`src/mhb_pkg.sv`:
```
// package for the multiplexed host port front end
// assumes a single 10 MHz system clock; straps are static after reset
package mhb_pkg;
	localparam int ADDR_HALF_W = 8;
	localparam int DATA_W      = 16;
	localparam int SYNC_STAGES = 2;
	localparam logic [7:0] ADDR_LO_RST = 8'h00;
	localparam logic [7:0] ADDR_HI_RST = 8'h00;
	localparam logic [15:0] DATA_RST   = 16'h0000;
	localparam int LANE_LO_MSB = 7;
	localparam int LANE_HI_LSB = 8;
	localparam int LANE_HI_MSB = 15;

	typedef enum logic [1:0] {
		MHB_IDLE  = 2'b00,
		MHB_READ  = 2'b01,
		MHB_WRITE = 2'b10
	} mhb_state_t;
endpackage

```
`src/mhb_sync.sv`:
```
// two-flop synchroniser for a group of asynchronous host pins
// assumes the clock enable gates all state
`timescale 1ns/1ps
module mhb_sync #(
	parameter int W = 1
) (
	input  wire logic         CLK,
	input  wire logic         SYS_RST,
	input  wire logic         CE,
	input  wire logic [W-1:0] d,
	output logic      [W-1:0] q
);
	logic [W-1:0] meta_r;
	logic [W-1:0] meta_nxt;
	logic [W-1:0] q_r;
	logic [W-1:0] q_nxt;

	// first stage feeds only the second stage
	always_comb begin
		meta_nxt = meta_r;
		q_nxt    = q_r;
		if (SYS_RST) begin
			meta_nxt = '0;
			q_nxt    = '0;
		end else if (CE) begin
			meta_nxt = d;
			q_nxt    = meta_r;
		end
	end

	always_ff @(posedge CLK) begin
		meta_r <= meta_nxt;
		q_r    <= q_nxt;
	end

	assign q = q_r;
endmodule

```
`src/mhb_host_port.sv`:
```
// multiplexed address/data host port front end
// assumes host pins are asynchronous and slow against the 10 MHz clock;
// straps are static; the core answers read data combinationally from ADDR
`timescale 1ns/1ps
module mhb_host_port (
	input  wire logic        CLK,
	input  wire logic        SYS_RST,
	input  wire logic        CE,
	// straps
	input  wire logic        DUAL_PHASE_CFG,
	input  wire logic        BUS16_CFG,
	input  wire logic        STROBE_STYLE_CFG,
	input  wire logic        ADDR_STROBE_LEVEL_CFG,
	input  wire logic        SELECT_LEVEL_CFG,
	input  wire logic        READ_DIR_LEVEL_CFG,
	input  wire logic        WRITE_EN_LEVEL_CFG,
	input  wire logic        ADDR_STROBE_GATE_CFG,
	// host pins
	input  wire logic        UPPER_ADDR_STROBE,
	input  wire logic        LOWER_ADDR_STROBE,
	input  wire logic        SELECT,
	input  wire logic        READ_DIR,
	input  wire logic        WRITE_XFER_STROBE,
	input  wire logic [15:0] AD_IN,
	output logic      [15:0] AD_OUT,
	output logic      [1:0]  AD_OE,
	// core side
	output logic      [15:0] ADDR,
	output logic             RD_STB,
	output logic             WR_STB,
	output logic      [15:0] WR_DATA,
	input  wire logic [15:0] RD_DATA
);
	localparam int NSIG = 5;

	logic [NSIG-1:0] raw;
	logic [NSIG-1:0] syn;
	logic [NSIG-1:0] syn_d_r;
	logic [NSIG-1:0] syn_d_nxt;
	logic [15:0]     ad_syn;
	logic            ale_hi, ale_lo, sel, rdir, wen;
	logic            cyc_rd, cyc_wr, ale_hi_fall, ale_lo_fall;
	logic [7:0]      addr_lo_r, addr_lo_nxt, addr_hi_r, addr_hi_nxt;
	logic [15:0]     rdat_r, rdat_nxt, wdat_r, wdat_nxt;
	logic            rd_stb_r, rd_stb_nxt, wr_stb_r, wr_stb_nxt;
	mhb_pkg::mhb_state_t st_r, st_nxt;

	// every level normalised to active high by its strap
	assign raw = {UPPER_ADDR_STROBE ^ ~ADDR_STROBE_LEVEL_CFG,
		LOWER_ADDR_STROBE ^ ~ADDR_STROBE_LEVEL_CFG,
		SELECT ^ ~SELECT_LEVEL_CFG,
		READ_DIR ^ ~READ_DIR_LEVEL_CFG,
		WRITE_XFER_STROBE ^ ~WRITE_EN_LEVEL_CFG};

	// strobes and data pins through two flops before use
	mhb_sync #(.W(NSIG)) u_sync_ctl (
		.CLK     (CLK),
		.SYS_RST (SYS_RST),
		.CE      (CE),
		.d       (raw),
		.q       (syn)
	);
	mhb_sync #(.W(mhb_pkg::DATA_W)) u_sync_ad (
		.CLK     (CLK),
		.SYS_RST (SYS_RST),
		.CE      (CE),
		.d       (AD_IN),
		.q       (ad_syn)
	);

	assign ale_hi = syn[4];
	assign ale_lo = syn[3];
	assign sel    = syn[2];
	assign rdir   = syn[1];
	assign wen    = syn[0];

	// address strobe counts on its falling edge; gating by select optional
	assign ale_hi_fall = syn_d_r[4] & ~ale_hi & (~ADDR_STROBE_GATE_CFG | sel);
	assign ale_lo_fall = syn_d_r[3] & ~ale_lo & (~ADDR_STROBE_GATE_CFG | sel);

	// strobe style: separate rd/wr, or direction plus enable
	always_comb begin
		if (STROBE_STYLE_CFG) begin
			cyc_rd = sel & wen & ~rdir;
			cyc_wr = sel & wen & rdir;
		end else begin
			cyc_rd = sel & rdir;
			cyc_wr = sel & wen;
		end
	end

	// address latch; halves taken in any order, omitted ones retained
	always_comb begin
		addr_lo_nxt = addr_lo_r;
		addr_hi_nxt = addr_hi_r;
		syn_d_nxt   = syn_d_r;
		if (SYS_RST) begin
			addr_lo_nxt = mhb_pkg::ADDR_LO_RST;
			addr_hi_nxt = mhb_pkg::ADDR_HI_RST;
			syn_d_nxt   = '0;
		end else if (CE) begin
			syn_d_nxt = syn;
			if (DUAL_PHASE_CFG) begin
				// both halves from the low lane, upper lane ignored
				if (ale_lo_fall)
					addr_lo_nxt = ad_syn[mhb_pkg::LANE_LO_MSB:0];
				if (ale_hi_fall) // no strobe: upper kept
					addr_hi_nxt = ad_syn[mhb_pkg::LANE_LO_MSB:0];
			end else if (ale_lo_fall) begin
				// both lanes in one phase
				addr_lo_nxt = ad_syn[mhb_pkg::LANE_LO_MSB:0];
				addr_hi_nxt = ad_syn[mhb_pkg::LANE_HI_MSB:mhb_pkg::LANE_HI_LSB];
			end
		end
	end

	always_ff @(posedge CLK) begin
		addr_lo_r <= addr_lo_nxt;
		addr_hi_r <= addr_hi_nxt;
		syn_d_r   <= syn_d_nxt;
	end

	// data cycle machine; address not cleared so repeat access works
	always_comb begin
		st_nxt     = st_r;
		rdat_nxt   = rdat_r;
		wdat_nxt   = wdat_r;
		rd_stb_nxt = 1'b0;
		wr_stb_nxt = 1'b0;
		if (SYS_RST) begin
			st_nxt   = mhb_pkg::MHB_IDLE;
			rdat_nxt = mhb_pkg::DATA_RST;
			wdat_nxt = mhb_pkg::DATA_RST;
		end else if (CE) begin
			unique case (st_r)
				mhb_pkg::MHB_IDLE: begin
					if (cyc_rd) begin
						st_nxt   = mhb_pkg::MHB_READ;
						rdat_nxt = RD_DATA; // held for the whole read
					end else if (cyc_wr) begin
						st_nxt = mhb_pkg::MHB_WRITE;
					end
				end
				mhb_pkg::MHB_READ: begin
					if (!cyc_rd) begin
						st_nxt     = mhb_pkg::MHB_IDLE;
						rd_stb_nxt = 1'b1; // core advances at read end
					end
				end
				mhb_pkg::MHB_WRITE: begin
					if (cyc_wr) begin
						wdat_nxt = ad_syn; // last sample before release wins
					end else begin
						st_nxt     = mhb_pkg::MHB_IDLE;
						wr_stb_nxt = 1'b1;
					end
				end
				default: st_nxt = mhb_pkg::MHB_IDLE;
			endcase
		end
	end

	always_ff @(posedge CLK) begin
		st_r     <= st_nxt;
		rdat_r   <= rdat_nxt;
		wdat_r   <= wdat_nxt;
		rd_stb_r <= rd_stb_nxt;
		wr_stb_r <= wr_stb_nxt;
	end

	assign ADDR    = {addr_hi_r, addr_lo_r};
	assign RD_STB  = rd_stb_r;
	assign WR_STB  = wr_stb_r;
	// 8-bit mode keeps only the low byte of a write
	assign WR_DATA = BUS16_CFG ? wdat_r : {8'h00, wdat_r[mhb_pkg::LANE_LO_MSB:0]};
	assign AD_OUT  = rdat_r;
	// upper lane driven only for 16-bit reads
	assign AD_OE   = {(st_r == mhb_pkg::MHB_READ) & BUS16_CFG,
		st_r == mhb_pkg::MHB_READ};
endmodule

```
`config.mk`:
```
export PLATFORM = sky130hd
export DESIGN_NAME = mhb_host_port
export DESIGN_NICKNAME = d
export VERILOG_FILES = /design/src/mhb_pkg.sv /design/src/mhb_sync.sv /design/src/mhb_host_port.sv
export SDC_FILE = /design/constraint.sdc
export NUM_CORES = 1
export LEC_CHECK = 0
export ABC_AREA = 0
export BUFFER_PORTS_ARGS = -buffer_cell sky130_fd_sc_hd__buf_4
export CORE_MARGIN = 4
export CORE_UTILIZATION = 40
export DETAILED_ROUTE_END_ITERATION = 7
export PLACE_DENSITY = 0.63
export REMOVE_ABC_BUFFERS = 1
export SYNTH_ARGS = -nofsm -noshare
export SYNTH_HDL_FRONTEND = slang
export SYNTH_SLANG_ARGS = --single-unit
```
`constraint.sdc`:
```
create_clock -name CLK -period 1.6 [get_ports CLK]
set_clock_uncertainty 0.05 [all_clocks]
set_input_delay 0.32 -clock CLK [delete_from_list [all_inputs] [get_ports CLK]]
set_output_delay 0.32 -clock CLK [all_outputs]
set_load 0.02 [all_outputs]
```
==> results of run 1 <==
==> worst max-delay path, stage by stage (launching register included) <==
cell     delay, ns
dfxtp_2       0.37
nor2b_4       0.17
and2_1        0.14
buf_4         0.14
==> layout make-up <==
type	instances	area [um^2]	area share [%]
multi-input combinational	280	1980	37.7
clock inverter	5	105	2.00
timing repair buffer	117	928	17.7
sequential	96	1920	36.7
tap	133	166	3.17
clock buffer	10	138	2.62
inverter	2	7.51	0.143
==> final timing paths <==
| check | startpoint | slack [ns] | cells after the start | endpoint |
|---|---|---|---|---|
| max reg2reg | u_sync_ctl.q[3]$_SDFFE_PP0P_ | 0.14 | 3 | addr_hi_r[6]$_SDFFE_PP0P_ |
| min reg2reg | addr_lo_r[7]$_SDFFE_PP0P_ | 0.42 | 2 | addr_lo_r[7]$_SDFFE_PP0P_ |
| max | st_r[0]$_SDFFE_PP0P_ | 0.05 | 3 | AD_OE[1] |
| min | AD_IN[10] | 0.13 | 3 | u_sync_ad.meta_r[10]$_SDFFE_PP0P_ |
==> flip-flops by register name, summed over array words and instances, names as in the netlist <==
register	flops
u_sync_ctl.q	5
st_r	2
RD_STB	1
u_sync_ad.q	16
u_sync_ad.meta_r	16
addr_lo_r	8
AD_OUT	16
WR_STB	1
syn_d_r	2
addr_hi_r	8
wdat_r	16
u_sync_ctl.meta_r	5
==> cell families (layout without fill, tap and decap cells) <==
logic type,after synthesis,count (layout),synth area share (%)
AOI/OAI and AO/OA,54,54,8.94
DFF,96,96,46.7
xor gates and xnor gates,5,5,1.06
muxes,76,76,18.7
buffers and inverters,45,134,5.47
and+or+nand+nor,145,145,19.1
==> metrics by stage <==
step / util (%) / total power, mW / area [um^2] / setup WS (ns) / cells
after floorplan: - / 2.69 / 3900 / 0.0718 / 378
after global placement: 50.4 / 2.95 / 4990 / 0.0914 / 628
after detailed placement: 50.4 / 2.96 / 4990 / 0.0445 / 628
after CTS: 52.9 / 4.85 / 5240 / 0.0150 / 643
after global routing: 52.9 / 4.99 / 5250 / 0.00568 / 643
final: 52.9 / 4.83 / 5250 / 0.0499 / 643
==> power breakdown <==
part	internal [mW]	switching [mW]	leakage (nW)
logic	0.208	0.205	1.31
clock network	1.07	0.859	0.115
registers	2.44	0.0426	0.780
total	3.72	1.11	2.21
==> cell usage in the layout (no fill, tap or decap), types with 2 or more instances in the layout <==
cell type   Yosys  layout
buf_4           8     113
mux2i_1        68      68
nand2_1         2       2
nor2_1         52      52
xnor2_1         5       5
nor2b_1        12      11
a21oi_1        25      25
clkbuf_8        0      10
clkinvlp_4      0       2
o31ai_1        24      24
bufinv_16       0       3
dfxtp_2         0       2
nand4_1        24      24
nor3b_1         2       2
inv_1           2       2
buf_12          0       4
nand2b_1       35      35
nand3b_1        2       2
and2_1         10      10
and3b_1         2       2
mux2_1          8       8
dfxtp_1        96      94
==> layer usage <==
layer / global-route usage, % / wire length [um] / share of wire, %
met3: 4.82 / 754 / 7.5
met2: 28.0 / 4820 / 48
met5: 0 / 0 / 0
met1: 21.5 / 4240 / 42
met4: 5.52 / 174 / 1.7
==> run metrics, run 1 <==
Nets 554; Post-Synthesis Cell Area 4120 um^2; DRT Pass-1 Iters 4; number of fill cells 936; Least-Margin Pin Slew 0.549 ns; routed vias 3,290; kind of critical path flip-flop to output port; H-tree depth 3; antenna-violating nets left 0; Post-synth EDFFs 0; Worst Hold Margin 0.126 ns; Synth area leaders dfxtp_1, mux2i_1, nand2b_1, nor2_1, o31ai_1; initial core utilization 41.5%; final setup violation count 0; worst hold path class input pin to flip-flop; Resized cells post-CTS 3; Core ar. 9910 um^2; PD cells 921 nW/um^2; Clock Latency Late Sink 0.37 ns; WL final 9.99 mm; CTS buffer count 9; IO Pins 100; GRT Total Usage 17.0%; drt first-iter violations 190; Tmin final 1.55 ns; most frequent cell after synthesis dfxtp_1; vias per inst 5.12; Synthesis Warnings 0; Synth Flop Type dfxtp_1; clock tree buffer depth 2; Post-synth top cells dfxtp_1, mux2i_1, nor2_1; FF+latch count, synth 96; worst path required time 1.23 ns; largest net degree at the start of global routing 40; DRC viols 0; CP Launch Type flip-flop; synthesized area per cell 9.77 um^2; Post-CTS Setup Repair Bufs 0; CP Capture Type output port; Max Fclk 0.645 GHz; TNS Setup 0 ns; Synth Instances 421; Max VDD drop 0.457 mV; vias in the first global route 3,242; CP Max Fanout 6; port buffer count 99; register area share after synthesis 46.7%; top cell type's share of synthesized area 46.7%; num rows 36; Hold Fails Final Rpt 0; Post-CTS Hold Fix Bufs 0; clk sinks 96; cell taking the most area after synthesis dfxtp_1; Die H 109 um; chip width 109 um; die area 12,000 um^2; share of layout cells above drive strength 1 26.9%; status complete, no violations; antenna cells 0; RSZ-0062 raised after global routing false; Tcrit/Tclk final 96.9%; Reg clk slew, reported paths 0.10 ns; count of final max-slew check failures 0; Netlist cell types 30; WL/cell 15.5 um; Area Growth Syn to Fin 27.5%; TritonCTS clock tree yes; Pleak 2.21 nW; post-DP HPWL 7.05 mm; clk root buf clkbuf_8; gr ovfl total 0; GPL Wtd Cong 0.766; first-pass GRT wire length 16.0 mm; initial antenna violation count 0; Worst Path Arrival 1.18 ns; Slew headroom 63.3%; FFs w/ async S/R, synth 0%; Max-Cap Viols 0
Note: power is estimated with default switching activity, not from simulation.
==> run 2, diff against run 1 <==
--- a/config.mk
+++ b/config.mk
@@ -10,7 +10,7 @@
 export CORE_MARGIN = 4
 export CORE_UTILIZATION = 40
 export DETAILED_ROUTE_END_ITERATION = 7
-export PLACE_DENSITY = 0.63
+export PLACE_DENSITY = 0.65
 export REMOVE_ABC_BUFFERS = 1
 export SYNTH_ARGS = -nofsm -noshare
 export SYNTH_HDL_FRONTEND = slang
==> run metrics, run 2 (synthesized netlist as in run 1, its figures left out) <==
share of layout cells above drive strength 1 27.1%; count of final max-slew check failures 0; TNS Setup 0 ns; Nets 555; commonest cells after routing, fill and taps aside buf_4, dfxtp_1, mux2i_1; Tmin final 1.54 ns; status complete, no violations; chip width 109 um; CP Launch Type flip-flop; largest net degree at the start of global routing 41; Hold Fails Final Rpt 0; Max VDD drop 0.442 mV; gr ovfl total 0; antenna cells 0; initial core utilization 41.5%; initial antenna violation count 0; Worst Path Arrival 1.17 ns; worst hold path class input pin to flip-flop; FF+latch area 1930 um^2; clk sinks 96; Post-CTS Hold Fix Bufs 0; Reg-to-Reg Start st_r[1]$_SDFFE_PP0P_; Clock Latency Late Sink 0.37 ns; GPL Wtd Cong 0.763; CP startpoint st_r[0]$_SDFFE_PP0P_; Setup WS post-layout 0.0623 ns; R2R depth 4; Max-Cap Viols 0; drt first-iter violations 155; area occupied by multi-input gates 1980 um^2; worst path required time 1.23 ns; vias in the first global route 3,186; grt met2 use 26.6%; IO Pins 100; GRT Total Usage 16.6%; Slew headroom 58.8%; post-DP HPWL 6.90 mm; setup slack after placement 0.0851 ns; met1 Usage GRT 20.8%; R2R setup slack 0.15 ns; Area Growth Syn to Fin 26.2%; DRC viols 0; WL/cell 15.1 um; die area 12,000 um^2; final setup violation count 0; CTS buffer count 9; kind of critical path flip-flop to output port; CP Max Fanout 5; CP Capture Type output port; Max Fclk 0.650 GHz; DRT Pass-1 Iters 4; num rows 36; number of fill cells 950; Tcrit/Tclk final 96.1%; clk root buf clkbuf_8; most common library cell in the layout ignoring fill and taps buf_4; vias per inst 5.07; crit path to AD_OE[1]; Core ar. 9910 um^2; Total Power 4.44 mW; Die H 109 um; GRT busiest layer met2; Least-Margin Pin Slew 0.617 ns; PD cells 856 nW/um^2; Reg clk slew, reported paths 0.11 ns; met3 Use GR 6.64%; WL final 9.75 mm; port buffer count 99; TritonCTS clock tree yes; routed vias 3,272; H-tree depth 3; antenna-violating nets left 0; clock tree buffer depth 2; Pleak 2.19 nW; reg-to-reg endpoint AD_OUT[15]$_SDFFE_PP0P_; RSZ-0062 raised after global routing false; first-pass GRT wire length 15.7 mm
-- run 2: worst min path at each step --
stage                            from                                to  cells past startpoint
2_1_floorplan                 SYS_RST         addr_lo_r[0]$_SDFFE_PP0P_                      1
3_3_place_gp   wdat_r[9]$_SDFFE_PP0P_            wdat_r[9]$_SDFFE_PP0P_                      2
3_5_place_dp   wdat_r[4]$_SDFFE_PP0P_            wdat_r[4]$_SDFFE_PP0P_                      2
4_1_cts                      AD_IN[5]  u_sync_ad.meta_r[5]$_SDFFE_PP0P_                      3
5_1_grt                      AD_IN[4]  u_sync_ad.meta_r[4]$_SDFFE_PP0P_                      3
6_report                     AD_IN[4]  u_sync_ad.meta_r[4]$_SDFFE_PP0P_                      3
-- run 2: timing repair --
action                     CTS  global route
buffers inserted             0             1
gates cloned                 0             0
resized for setup            2             3
hold endpoints to repair     0             0
setup endpoints to repair    1             1
-- run 2: worst max-delay path: stages (launching register included) --
cell	delay, ns
dfxtp_4	0.36
nor2b_4	0.13
and2_1	0.16
buf_4	0.16
-- run 2: power breakdown --
| part | switching [mW] | internal, mW | leakage [nW] |
|---|---|---|---|
| combinational | 0.204 | 0.206 | 1.31 |
| sequential | 0.0429 | 2.44 | 0.780 |
| clock | 0.933 | 0.614 | 0.100 |
-- run 2: routing by layer --
layer / wire [um] / vias up
met4: 112 / 0
met1: 4200 / 1522
met5: 0 / -
li1: - / 1631
met3: 888 / 14
met2: 4550 / 105
-- run 2: metrics by stage --
step / area (um^2) / hold slack, ns / instances / utilization, %
final: 5190 / 0.134 / 645 / 52.4
after global routing: 5190 / 0.120 / 645 / 52.4
after CTS: 5180 / 0.121 / 644 / 52.2
after detailed placement: 4980 / 0.410 / 628 / 50.3
after global placement: 4980 / 0.405 / 628 / 50.3
after floorplan: 3900 / 0.339 / 378 / -
-- run 2: layout make-up --
| type | count | share of cell area (%) |
|---|---|---|
| Clock buffer | 9 | 2.39 |
| Clock inverter | 7 | 1.33 |
| Inverter | 2 | 0.145 |
| Multi-Input combinational cell | 280 | 38.0 |
| Sequential cell | 96 | 37.1 |
| Tap cell | 133 | 3.20 |
| Timing Repair Buffer | 118 | 17.8 |
==> run 3, diff against run 2 <==
--- a/config.mk
+++ b/config.mk
@@ -10,7 +10,6 @@
 export CORE_MARGIN = 4
 export CORE_UTILIZATION = 40
 export DETAILED_ROUTE_END_ITERATION = 7
-export PLACE_DENSITY = 0.65
 export REMOVE_ABC_BUFFERS = 1
 export SYNTH_ARGS = -nofsm -noshare
 export SYNTH_HDL_FRONTEND = slang
==> constraint.sdc (replaced) <==
create_clock -name CLK -period 1.9 [get_ports CLK]
set_clock_uncertainty 0.05 [all_clocks]
set_input_delay 0.38 -clock CLK [delete_from_list [all_inputs] [get_ports CLK]]
set_output_delay 0.38 -clock CLK [all_outputs]
set_load 0.02 [all_outputs]
==> run metrics, run 3 (synthesized netlist as in run 1, its figures left out) <==
status complete, no violations; die area 12,000 um^2; post-DP HPWL 6.95 mm; Worst Path Arrival 1.31 ns; Core ar. 9910 um^2; clock tree buffer depth 2; antenna-violating nets left 0; antenna cells 0; vias in the first global route 3,143; TNS Setup 0 ns; initial antenna violation count 0; CTS buffer count 9; Nets 550; Least-Margin Pin Slew 0.638 ns; setup slack after placement 0.237 ns; Area after DPL 4950 um^2; Tcrit/Tclk final 91.6%; commonest cells after routing, fill and taps aside buf_4, dfxtp_1, mux2i_1; num rows 36; clk root buf clkbuf_8; Slew headroom 57.4%; clk sinks 96; routed vias 3,233; GRT Total Usage 16.9%; CP Max Fanout 6; Tmin final 1.74 ns; share of layout cells above drive strength 1 26.0%; R2R setup slack 0.35 ns; Setup WS post-layout 0.160 ns; GPL Wtd Cong 0.774; first-pass GRT wire length 15.8 mm; IO Pins 100; Post-CTS Hold Fix Bufs 0; Max-Cap Viols 0; Reg clk slew, reported paths 0.10 ns; Clock Latency Late Sink 0.36 ns; WL final 9.87 mm; DRC viols 0; Max VDD drop 0.356 mV; register share of total power 57.2%; RSZ-0062 raised after global routing false; vias per inst 5.05; Hold Path Stages 3; Worst Hold Path EP u_sync_ad.meta_r[0]$_SDFFE_PP0P_; PD cells 713 nW/um^2; Psw 943 uW; CP Capture Type output port; post-route cell area 5130 um^2; drt first-iter violations 211; most common library cell in the layout ignoring fill and taps buf_4; H-tree depth 3; Pleak 2.16 nW; worst path required time 1.47 ns; Area Growth Syn to Fin 24.7%; Hold Fails Final Rpt 0; kind of critical path flip-flop to output port; port buffer count 99; worst hold path class input pin to flip-flop; Int Pwr 2.72 mW; CP Launch Type flip-flop; switch share 25.8%; largest net degree at the start of global routing 47; Max Fclk 0.575 GHz; Reg-to-Reg Start st_r[1]$_SDFFE_PP0P_; Clock power frac 33.5%; Post-CTS Setup Repair Bufs 0; reg-to-reg endpoint AD_OUT[3]$_SDFFE_PP0P_; gr ovfl total 0; Resized cells post-CTS 0; Die H 109 um; Comb pwr share 9.3%; chip width 109 um; DRT Pass-1 Iters 5; final setup violation count 0; TritonCTS clock tree yes; count of final max-slew check failures 0; HP Start AD_IN[0]; initial core utilization 41.5%; WL/cell 15.4 um; R2R depth 4
run 3: power by group through the flow:
stage	clock (mW)	sequential (mW)	combinational, mW
floorplan	0	2.13	0.140
global placement	0	2.14	0.336
detailed placement	0	2.14	0.341
CTS	1.27	2.09	0.342
global route	1.35	2.10	0.374
finish	1.23	2.09	0.339
run 3: metal layers:
metal | vias up | global-route usage (%) | share of wire, %
met2 | 104 | 26.0 | 45
met1 | 1501 | 22.6 | 46
met3 | 6 | 6.69 | 8.6
met5 | - | 0 | 0
met4 | 0 | 3.65 | 0.64
li1 | 1622 | - | -
run 3: worst max path at each step:
stage	from	to	slack [ns]
final	st_r[0]$_SDFFE_PP0P_	AD_OE[1]	0.16
after global routing	st_r[0]$_SDFFE_PP0P_	AD_OE[1]	0.05
after CTS	st_r[0]$_SDFFE_PP0P_	AD_OE[1]	0.06
after detailed placement	CE	addr_lo_r[1]$_SDFFE_PP0P_	0.24
after global placement	DUAL_PHASE_CFG	addr_hi_r[6]$_SDFFE_PP0P_	0.25
after floorplan	CE	AD_OUT[0]$_SDFFE_PP0P_	0.35
run 3: cell type report:
cell class              count  area, um^2
fillers                   955        4780
multi-input cells         280        1970
well taps                 133         166
flip-flops and latches     96        1920
inverters                   2        7.51
clock buffers               9         124
clock inverters             7        53.8
repair buffers            113         886
run 3: stage by stage:
stage / total power [mW] / cells / hold slack [ns] / utilization, %
after detailed placement: 2.48 / 624 / 0.412 / 49.9
final: 3.66 / 640 / 0.199 / 51.8
after global placement: 2.48 / 624 / 0.403 / 49.9
after global routing: 3.83 / 640 / 0.170 / 51.8
after floorplan: 2.27 / 378 / 0.388 / -
after CTS: 3.70 / 640 / 0.183 / 51.7
run 3: worst max-delay path: stages, from the launching register on:
cell and delay [ns]:
dfxtp_1 0.43, nor2b_2 0.23, and2_1 0.15, buf_4 0.14
